===== config.mk =====
export PLATFORM = sky130hd
export DESIGN_NAME = crosspoint_serial_config
export DESIGN_NICKNAME = d
export VERILOG_FILES = /design/src/xpt_pkg.sv /design/src/xpt_sync_if.sv /design/src/crosspoint_serial_config.sv /design/src/xpt_pin_sync.sv
export SDC_FILE = /design/constraint.sdc
export NUM_CORES = 1
export LEC_CHECK = 0
export BUFFER_PORTS_ARGS = -buffer_cell sky130_fd_sc_hd__buf_4
export CAP_MARGIN = 20
export CORE_MARGIN = 2
export CORE_UTILIZATION = 34
export CTS_CLUSTER_DIAMETER = 50
export DETAILED_ROUTE_END_ITERATION = 7
export GPL_ROUTABILITY_DRIVEN = 0
export SYNTH_ARGS = -nofsm -noshare
export SYNTH_HDL_FRONTEND = slang
export SYNTH_SLANG_ARGS = --single-unit

===== constraint.sdc =====
create_clock -name mclk -period 3.69 [get_ports mclk]
set_input_delay 0.5535 -clock mclk [delete_from_list [all_inputs] [get_ports mclk]]
set_output_delay 0.5535 -clock mclk [all_outputs]
set_load 0.005 [all_outputs]

===== src/xpt_pkg.sv =====
// package with frame layout and sizes for the serial config port
`default_nettype none
package xpt_pkg;
    localparam int N_OUT       = 16;
    localparam int N_IN_BITS   = 5;
    localparam int N_OUT_BITS  = 4;
    localparam int GRP_BITS    = 6;
    localparam int FRAME_BITS  = 96;
    localparam int WORD_BITS   = 10;
    localparam int W_OUT_LSB   = 0;
    localparam int W_IN_LSB    = 4;
    localparam int W_OFF_BIT   = 9;
    localparam int G_OFF_BIT   = 5;
    localparam logic [4:0] IN_ZERO = 5'h00;
    localparam logic       OFF_VAL = 1'h1;
    localparam logic       ON_VAL  = 1'h0;
endpackage
`default_nettype wire


===== src/xpt_sync_if.sv =====
// interface carrying synchronised pin levels and their edges into the port logic
`timescale 1ns/10ps
`default_nettype none
interface xpt_sync_if;
    logic sclk_rise;
    logic sclk_fall;
    logic cs_n;
    logic sdi;
    logic mode;
    logic cfg_rise;
    modport src (output sclk_rise, output sclk_fall, output cs_n, output sdi, output mode,
                 output cfg_rise);
    modport dst (input sclk_rise, input sclk_fall, input cs_n, input sdi, input mode,
                 input cfg_rise);
endinterface
`default_nettype wire

===== src/crosspoint_serial_config.sv =====
// serial configuration port: load shift register, pending bank and active matrix settings
`timescale 1ns/10ps
`default_nettype none
module crosspoint_serial_config #(
    parameter int FRAME_LEN = xpt_pkg::FRAME_BITS,
    parameter int WORD_LEN  = xpt_pkg::WORD_BITS
) (
    input  wire logic                 mclk,
    input  wire logic                 reset,
    input  wire logic                 sclk,
    input  wire logic                 cs_n,
    input  wire logic                 sdi,
    input  wire logic                 mode,
    input  wire logic                 cfg,
    input  wire logic                 all_off,
    input  wire logic                 all_on_first_input,
    output logic                      sdo,
    output logic [16*5-1:0]           out_sel,
    output logic [15:0]               out_en
);
    // timing overview
    // - every serial pin is seen two mclk edges late; sclk edges show up in that same cycle
    // - a bit is taken on the synced falling sclk, so sclk must stay high and low for
    //   more than one mclk period or an edge can be missed
    // - the load register doubles as the pending bank: a full frame is applied whole,
    //   an addressed word only touches the output that it names
    // - sdo is registered, so a cascaded device sees each bit a few mclk after the fall,
    //   well before the next rising sclk at the intended serial rate
    // - the two level pins reach the outputs with no clock at all; their copy into the
    //   active bank waits for two flops, trading a few cycles for a clean capture
    // - mode is looked at when the strobe arrives, not while bits shift in
    typedef enum logic [1:0] {
        ST_IDLE  = 2'b00,
        ST_ARMED = 2'b01,
        ST_SHIFT = 2'b10
    } phase_t;

    typedef struct packed {
        phase_t                         phase;
        logic [FRAME_LEN-1:0]           load;
        logic                           dirty;
        logic [xpt_pkg::N_OUT*5-1:0]    act_sel;
        logic [xpt_pkg::N_OUT-1:0]      act_off;
        logic                           sdo;
        logic [1:0]                     lvl_s1;
        logic [1:0]                     lvl_s2;
    } st_t;

    st_t st_ff;
    st_t nxt_st;

    xpt_sync_if sy ();

    xpt_pin_sync u_sync (
        .mclk  (mclk),
        .reset (reset),
        .sclk  (sclk),
        .cs_n  (cs_n),
        .sdi   (sdi),
        .mode  (mode),
        .cfg   (cfg),
        .sy    (sy.src)
    );

    logic [3:0] w_out;
    logic [4:0] w_in;
    logic       w_off;
    logic       shift_now;
    logic       lvl_off;
    logic       lvl_on;

    // addressed word sits in the newest ten bits; bit 0 arrived first
    always_comb begin
        w_out = st_ff.load[FRAME_LEN-WORD_LEN+xpt_pkg::W_OUT_LSB +: 4];
        w_in  = st_ff.load[FRAME_LEN-WORD_LEN+xpt_pkg::W_IN_LSB +: 5];
        w_off = st_ff.load[FRAME_LEN-WORD_LEN+xpt_pkg::W_OFF_BIT];
    end

    // one shift per synced falling sclk while a frame is open; level pins after their sync
    always_comb begin
        shift_now = ~sy.cs_n && (st_ff.phase == ST_SHIFT) && sy.sclk_fall;
        lvl_off   = st_ff.lvl_s2[0];
        lvl_on    = st_ff.lvl_s2[1];
    end

    // select framing, shifting and transfer to the active bank
    always_comb begin
        nxt_st = st_ff;
        // level pins pass two flops before they may touch the bank
        nxt_st.lvl_s1 = {all_on_first_input, all_off};
        nxt_st.lvl_s2 = st_ff.lvl_s1;
        if (sy.cs_n) begin
            nxt_st.phase = ST_IDLE;
        end else begin
            case (st_ff.phase)
                ST_IDLE: begin
                    if (sy.sclk_rise) begin
                        nxt_st.phase = ST_SHIFT;
                    end
                end
                ST_ARMED: nxt_st.phase = ST_SHIFT;
                ST_SHIFT: begin
                    // bits enter at the top, move toward bit 0 and leave there
                    if (shift_now) begin
                        nxt_st.load  = {sy.sdi, st_ff.load[FRAME_LEN-1:1]};
                        nxt_st.sdo   = st_ff.load[0];
                        nxt_st.dirty = 1'h1;
                    end
                end
                default: nxt_st.phase = ST_IDLE;
            endcase
        end
        // configure is independent of select; a repeat with nothing new is a no-op
        if (sy.cfg_rise && st_ff.dirty) begin
            // a bit landing in this same cycle keeps the bank marked as pending
            nxt_st.dirty = shift_now;
            if (sy.mode) begin
                nxt_st.act_sel[w_out*5 +: 5] = w_in;
                nxt_st.act_off[w_out]        = w_off;
            end else begin
                for (int i = 0; i < xpt_pkg::N_OUT; i++) begin
                    nxt_st.act_sel[i*5 +: 5] = st_ff.load[i*xpt_pkg::GRP_BITS +: 5];
                    nxt_st.act_off[i] = st_ff.load[i*xpt_pkg::GRP_BITS+xpt_pkg::G_OFF_BIT];
                end
            end
        end
        // level pins win over a strobe in the same cycle and overwrite the active bank
        if (lvl_off) begin
            nxt_st.act_sel = '0;
            nxt_st.act_off = '1;
        end else if (lvl_on) begin
            nxt_st.act_sel = '0;
            nxt_st.act_off = '0;
        end
    end

    always_ff @(posedge mclk) begin
        if (reset) begin
            st_ff       <= '0;
            st_ff.phase <= ST_IDLE;
            st_ff.act_off <= '1;
        end else begin
            st_ff <= nxt_st;
        end
    end

    // level pins also force outputs combinationally so no clock is needed;
    // this is the only place that reads them unsynchronised, on purpose
    always_comb begin
        if (all_off) begin
            out_sel = '0;
            out_en  = '0;
        end else if (all_on_first_input) begin
            out_sel = '0;
            out_en  = '1;
        end else begin
            out_sel = st_ff.act_sel;
            out_en  = ~st_ff.act_off;
        end
    end

    assign sdo = st_ff.sdo;
endmodule // crosspoint_serial_config
`default_nettype wire


===== src/xpt_pin_sync.sv =====
// two-flop synchronisers and edge finders for the serial pins
`timescale 1ns/10ps
`default_nettype none
module xpt_pin_sync (
    input  wire logic mclk,
    input  wire logic reset,
    input  wire logic sclk,
    input  wire logic cs_n,
    input  wire logic sdi,
    input  wire logic mode,
    input  wire logic cfg,
    xpt_sync_if.src   sy
);
    typedef struct packed {
        logic [4:0] s1;
        logic [4:0] s2;
        logic       sclk_d;
        logic       cfg_d;
    } st_t;
    st_t st_ff;
    st_t nxt_st;

    // first stage feeds only second stage; edges taken from second stage
    always_comb begin
        nxt_st        = st_ff;
        nxt_st.s1     = {cfg, mode, sdi, cs_n, sclk};
        nxt_st.s2     = st_ff.s1;
        nxt_st.sclk_d = st_ff.s2[0];
        nxt_st.cfg_d  = st_ff.s2[4];
    end

    always_ff @(posedge mclk) begin
        if (reset) begin
            st_ff <= '{s1: 5'h02, s2: 5'h02, sclk_d: 1'h0, cfg_d: 1'h0};
        end else begin
            st_ff <= nxt_st;
        end
    end

    assign sy.sclk_rise = st_ff.s2[0] & ~st_ff.sclk_d;
    assign sy.sclk_fall = ~st_ff.s2[0] & st_ff.sclk_d;
    assign sy.cs_n      = st_ff.s2[1];
    assign sy.sdi       = st_ff.s2[2];
    assign sy.mode      = st_ff.s2[3];
    assign sy.cfg_rise  = st_ff.s2[4] & ~st_ff.cfg_d;
endmodule // xpt_pin_sync
`default_nettype wire


# == Yosys cells after proc, flatten, opt, wreduce, memory -nomap -nowiden ==
# Index checks and enable logic that the tools add are counted.
# word_totals
output_inout_bits,97
inputBits,9
ff_bits,212
# classes
reduce_logical,14
eq_ne,4
n_mul,1
mux,16
n_bitwise,9
n_addsub,1
shift,2
n_lt_le_gt_ge,2
# op_table
op,count
80-bit two-way mux,2
97-bit two-way mux,1
96-bit two-way mux,1
80-bit bitwise mux,1
5-bit by 34-bit variable shift with 80-bit output (first input constant),1
5-bit by 34-bit variable part select with 80-bit output,1
16-bit two-way mux,3
7-bit negator with 34-bit output,1
16-bit bitwise mux,1
16-bit inverter,1
4-bit by 3-bit multiplier with 7-bit output (second input constant),1
2-bit case mux with 3 select lines,1
3-bit AND reduction,2
2-bit nonzero test,3
4-bit by 5-bit less-than comparator with 1-bit output (second input constant),1
1-bit inverter,5
1-bit demux with 4-bit select,1
4-bit by 1-bit greater-or-equal comparator with 1-bit output (second input constant),1
1-bit logical AND,4
1-bit two-way mux,4
2-bit inequality test (second input constant),2
2-bit OR reduction,2
1-bit bitwise AND,3
3-bit OR reduction,1
5 further kinds,5

# == Logic depth before layout (Yosys ltp) ==
# Gate-level depths: netlist (run 1).
# logic_depth
word_depth,8
depth_mapped,10

# == By module ==
# Synthesis (run 1) repeated with hierarchy kept, for this count alone.
# unflattened
hier_cells,1209
area_unflattened_um2,9405.3
# by_module_without_submodules
module,cells_per_inst,seq_area_each_um2,area_per_inst_um2,n_inst
crosspoint_serial_config,1181,3983.8,9059.9,1
xpt_pin_sync,28,240.2,345.3,1

# == Worst setup path after synthesis (run 1) ==
# No wires, ideal clock.
# synth_timing
path_kind,reg-to-reg
startpoint,reg st_ff[188] in the netlist's numbering
endpoint,reg st_ff[72] in the netlist's numbering
t_arrival_ps,2150
setup_ps,91
path_buffers,2
synth_period_minus_slack_ps,2241
slack_ps,1449
stages_incl_launch_ff,10
required_ps,3599
cell_sequence,dfxtp_1 -> buf_2 -> inv_1 -> ha_1 -> or3b_1 -> buf_2 -> nand2_1 -> nor2_1 -> nand3_1 -> a311oi_1
# synth_between
elab_chain_len,5
word_cells_on_any_way,6
classes_between,add/sub (1); mul (1); shift (2); mux (2)
# synth_lines
element,line,source
from (decl),crosspoint_serial_config.sv:49,st_t st_ff;
from (signal assigned),crosspoint_serial_config.sv:143,st_ff <= nxt_st;
4-bit by 3-bit multiplier with 7-bit output (*),crosspoint_serial_config.sv:118,nxt_st.act_sel[w_out*5 +: 5] = w_in;
7-bit negator with 34-bit output (*),crosspoint_serial_config.sv:118,
5-bit by 34-bit variable part select with 80-bit output or 5-bit by 34-bit variable shift with 80-bit output (tied branches),crosspoint_serial_config.sv:118,
80-bit bitwise mux (*),crosspoint_serial_config.sv:118,
96-bit two-way mux (*),crosspoint_serial_config.sv:117,if (sy.mode) begin
# Mark *: on every way between the ends. The rest lies on a longest branch, timed or not.
# A chain may end at the register's enable or synchronous reset.

# == Final worst setup path (run 1) ==
# layout_timing
startpoint,reg st_ff[188] in the netlist's numbering
endpoint,reg st_ff[73] in the netlist's numbering
# Same word-level chain as after synthesis.

==> impl_metrics.tcl, run 1 <==
set metrics [dict create \
    worstHoldStart "cs_n" \
    p_int_w 0.00374 \
    crit_path_start_kind "flop" \
    crit_path_end_kind "flop" \
    fillers 2802 \
    cts_resized 0 \
    clk_latency_ps 510 \
    ctsHoldBuffers 0 \
    place_area_sq_um 10400 \
    cts.sinks 211 \
    grt_pass1_vias 7920 \
    irDropWorstVdd_mv 0.243 \
    synth-seq-area-share 0.449 \
    synth_seq_cells 211 \
    reg2reg_depth 7 \
    ys.flop_type "dfxtp_1" \
    io_pins 106 \
    timing.critical_path.fanout_max 17 \
    rsz0062_at_grt "false" \
    drc_errors 0 \
    dp_slack_ps 730 \
    grt_max_degree 84 \
    area_growth_pct 19.0 \
    hold_viol_final 0 \
    final_cells 1625 \
    htree_levels 1 \
    dp.cells 1584 \
    cp_cell_sequence "inv_1, ha_1, or3b_1, nand2_1, nor2_1, nand3_1, a311oi_1" \
    firstDrtPassIters 5 \
    drtIter0Drc 674 \
    hp-class "input pin to flop" \
    async_reset_ff_frac 0 \
    max_stage_delay_ps 690 \
    drt-total-wl_um 29300 \
    clock-skew-final_ps 12.9 \
    required_ps 4100 \
    wl_per_cell_um 18.0 \
    final_common_cell "nand2_1" \
    num_rows 60 \
    clk_pin_slew_ps 60 \
    p_seq_frac 0.480 \
    cts_tree "built" \
    crit_slowest_cell "dfxtp_1" \
    max_cap_violations 0 \
    whs_endpoint "u_sync.nxt_st[3]" \
    r2r_setup_slack_ps 680 \
    yosys.area.top_type "dfxtp_1" \
    dieArea_sq_um 29000 \
    rr_endpoint "st_ff[73]" \
    yosys_warnings 0 \
    overflow 0 \
    cts_made_buffers 24 \
    synth_area_sq_um 9420 \
    r2r-start "st_ff[188]" \
    root_buffer "clkbuf_16" \
    synth_enable_flop_cells 0 \
    switchingPower_w 0.00106 \
    critPathKind "flop to flop" \
    numPortBuffers 105 \
    cts_setup_buffers 0 \
    final_cell_area_sq_um 11200 \
    vias 8582 \
    status "complete, no violations" \
    fin_nets 1253 \
    grt_pass1_wl_um 45500 \
    avgSynthCellArea_sq_um 7.91 \
    drive_gt1_frac 0.152 \
    final.setup.worst_slack_ps 680 \
    finalSetupTns_ps 0 \
    layout.cells.most_common_list "nand2_1 (277), dfxtp_1 (211), a21oi_1 (164)" \
    worstHoldPathCells 2 \
    syn_nets 1205 \
    arrival_ps 3420 \
    finalPower_w 0.00480 \
    worst_slew_pin_slew_ps 1050 \
    synth_top_area_frac 0.449 \
    timing.fmax_mhz 332 \
    vias_per_cell 5.28 \
    core_area_sq_um 27100 \
    num_antenna_cells 0 \
    track_usage 0.199 \
    setup_viol 0 \
    p_sw_frac 0.221 \
    synth.distinct_cells 57 \
    slew_headroom 0.298 \
    p_leak_nw 3.76 \
    p_comb_frac 0.033 \
    die_w_um 170 \
    start_util 0.347 \
    clockBufferDepth 3 \
    post-route-period-util 0.816 \
    fin_crit_ps 3010 \
    netlist_instances 1191 \
    antenna_found_initial 0 \
    die_h_um 170 \
    synth_area_leaders "dfxtp_1 (45%), nand2_1 (11%), a21oi_1 (8.7%), and2_1 (5.4%), a311oi_1 (3.8%)" \
    ant_nets 0 \
    hpwl_um 20100 \
    p_per_area_nw_per_um2 429 \
    power_frac_clock 0.486 \
    slew_viol_final 0 \
]
==> layer usage <==
| layer | global-route usage | vias to the layer above | part of all wire |
|---|---|---|---|
| li1 | - | 4210 | - |
| met1 | 0.277 | 4074 | 0.46 |
| met2 | 0.317 | 254 | 0.45 |
| met3 | 0.0314 | 44 | 0.062 |
| met4 | 0.0569 | 0 | 0.023 |
| met5 | 0 | - | 0 |
==> through the flow <==
stage               hold slack, ps   util
finish                         221  0.413
global route                   211  0.413
CTS                            208  0.413
detailed placement             400  0.384
global placement               394  0.384
floorplan                      389      -
==> sequential cells by signal (all words and copies together) (netlist names) <==
signal,count
lvl_on,1
sdo,1
st_ff,194
nxt_st,2
u_sync.st_ff,2
u_sync.sy.sdi,1
u_sync.sy.cs_n,1
u_sync.sy.mode,1
u_sync.nxt_st,7
lvl_off,1
==> worst max-delay path by stage <==
stage | end | startpoint | cells after the start | slack, ps
floorplan | st_ff[72] | st_ff[188] | 9 | 1450
global placement | st_ff[74] | st_ff[188] | 7 | 870
detailed placement | st_ff[74] | st_ff[188] | 7 | 730
CTS | st_ff[74] | st_ff[188] | 7 | 700
global route | st_ff[74] | st_ff[188] | 7 | 360
finish | st_ff[73] | st_ff[188] | 7 | 680
==> Yosys cell counts (13+ instances only) <==
cell type / n
nand2_1: 277
dfxtp_1: 211
a21oi_1: 164
and2_1: 81
clkbuf_1: 76
nor2_1: 59
a311oi_1: 41
o21ai_0: 39
nand3_1: 27
nor2b_1: 16
a211oi_1: 14
o2bb2ai_1: 14
nor3_1: 13
==> power groups by stage <==
stage / sequential (W) / combinational [W] / clock [W]
5_1_grt: 0.00231 / 0.000176 / 0.00246
3_3_place_gp: 0.00236 / 0.000155 / 0
2_1_floorplan: 0.00235 / 0.000102 / 0
4_1_cts: 0.00231 / 0.000157 / 0.00236
3_5_place_dp: 0.00236 / 0.000157 / 0
6_report: 0.00231 / 0.000160 / 0.00234
==> critical path, delay by kind of cell, from the launching register on <==
kind            cells  cell delay [ps]
simple gates        4             1310
flops               1              690
fa+ha+maj           1              350
compound gates      1              340
buf+inv             1              210
==> kinds of logic after synthesis <==
logic type,Yosys count,share of synthesized area
mux,4,0.00425
fa+ha+maj,5,0.00664
buf+inv,113,0.0490
simple gates,518,0.257
compound gates,340,0.234
flops,211,0.449
==> cell type report <==
cell class,count,area (sq um),share of cell area
Clock buffer,33,706,0.0630
Clock inverter,7,67.6,0.00603
Inverter,13,48.8,0.00436
Multi-Input combinational cell,867,4760,0.425
Sequential cell,211,4220,0.377
Tap cell,372,465,0.0415
Timing Repair Buffer,122,928,0.0829
(Power assumes the default switching activity.)
==> inputs of run 2 (changes only) <==
clock period = 2.9 ns   (was 3.69 ns; I/O delays follow)
==> impl_metrics.tcl, run 2 (synthesized netlist as in run 1, its figures left out) <==
set metrics [dict create \
    finalPower_w 0.00652 \
    ant_nets 0 \
    cts_resized 0 \
    arrival_ps 3140 \
    p_leak_nw 3.90 \
    regMostFlops "st_ff" \
    clk_latency_ps 540 \
    grt_pass1_wl_um 45800 \
    grt_max_degree 78 \
    fin_nets 1269 \
    dp_slack_ps 271 \
    timing.fmax_mhz 370 \
    r2r_setup_slack_ps 200 \
    layout.cells.most_common_list "nand2_1 (277), dfxtp_1 (211), a21oi_1 (164)" \
    vias_per_cell 5.31 \
    ctsHoldBuffers 0 \
    switchingPower_w 0.00149 \
    core_area_sq_um 27100 \
    clockBufferDepth 3 \
    fin_crit_ps 2700 \
    finalSetupTns_ps 0 \
    hold_viol_final 0 \
    worst_slew_pin_slew_ps 1010 \
    die_h_um 170 \
    num_antenna_cells 0 \
    root_buffer "clkbuf_16" \
    track_usage 0.200 \
    status "complete, no violations" \
    hpwl_um 20700 \
    slew_viol_final 0 \
    critPathKind "flop to flop" \
    drt-total-wl_um 29500 \
    cts_tree "built" \
    overflow 0 \
    drc_errors 0 \
    final_cells 1647 \
    whs_ps 83.1 \
    antenna_found_initial 0 \
    wl_per_cell_um 17.9 \
    die_w_um 170 \
    cts_setup_buffers 0 \
    max_cap_violations 0 \
    rsz0062_at_grt "false" \
    cts.sinks 211 \
    area_growth_pct 21.7 \
    p_int_w 0.00503 \
    final.setup.worst_slack_ps 197 \
    required_ps 3340 \
    hp-class "input pin to flop" \
    clk_pin_slew_ps 60 \
    final_common_cell "nand2_1" \
    fillers 2698 \
    timing.critical_path.fanout_max 12 \
    drtIter0Drc 788 \
    drive_gt1_frac 0.166 \
    cts_made_buffers 26 \
    io_pins 106 \
    p_per_area_nw_per_um2 569 \
    largest_register_ff_count 194 \
    grt_pass1_vias 8048 \
    start_util 0.347 \
    numPortBuffers 105 \
    irDropWorstVdd_mv 0.360 \
    p_seq_frac 0.450 \
    htree_levels 1 \
    dp.cells 1599 \
    clock-skew-final_ps 24.6 \
    vias 8740 \
    post-route-period-util 0.932 \
    p_sw_frac 0.228 \
    firstDrtPassIters 5 \
    power_frac_clock 0.519 \
    slew_headroom 0.326 \
    num_rows 60 \
    setup_viol 0 \
    crit_path_end_kind "flop" \
    dieArea_sq_um 29000 \
    crit_path_start_kind "flop" \
    p_comb_frac 0.031 \
]
run 2: cell types whose count changed in the layout (fill, tap and decap cells not counted), sizes merged:
| cell | delta |
|---|---|
| buf | +14 |
| bufinv | +2 |
| clkbuf | +1 |
| inv | +5 |
run 2: worst paths after layout:
kind,startpoint,to,cells after the start
setup / recovery,st_ff[189],st_ff[70],7
hold / removal,cs_n,u_sync.nxt_st[3],2
setup reg to reg,st_ff[189],st_ff[70],7
hold reg to reg,u_sync.nxt_st[3],u_sync.sy.cs_n,1
run 2: routing by layer:
layer	global-route usage	routed length [um]
met1	0.278	13500
met2	0.310	13100
met3	0.0340	1810
met4	0.0758	1050
met5	0	0
run 2: final cells by class:
type                       instances  area [sq um]  area share
clock buffer                      34           721      0.0629
tap                              372           465      0.0406
inverter                          13          48.8     0.00426
timing repair buffer             136          1050      0.0913
sequential                       211          4220       0.369
clock inverter                    14           189      0.0165
multi-input combinational        867          4760       0.416
run 2: through the flow:
stage / area [sq um] / util
global route: 11500 / 0.423
global placement: 10500 / 0.389
CTS: 11500 / 0.423
finish: 11500 / 0.423
floorplan: 9420 / -
detailed placement: 10500 / 0.389
run 2: worst max-delay path, cell delays in order (launching register included):
cell	delay (ps)
dfxtp_1	610
inv_1	180
ha_1	320
or3b_1	320
nand2_1	110
nor2_1	460
nand3_1	280
a311oi_1	340
run 2: power groups by stage:
stage / Clock (W) / Sequential [W] / Combinational, W
after global placement: 0 / 0.00300 / 0.000205
after global routing: 0.00353 / 0.00293 / 0.000227
after CTS: 0.00343 / 0.00293 / 0.000208
final: 0.00338 / 0.00293 / 0.000205
after detailed placement: 0 / 0.00300 / 0.000207
after floorplan: 0 / 0.00299 / 0.000129
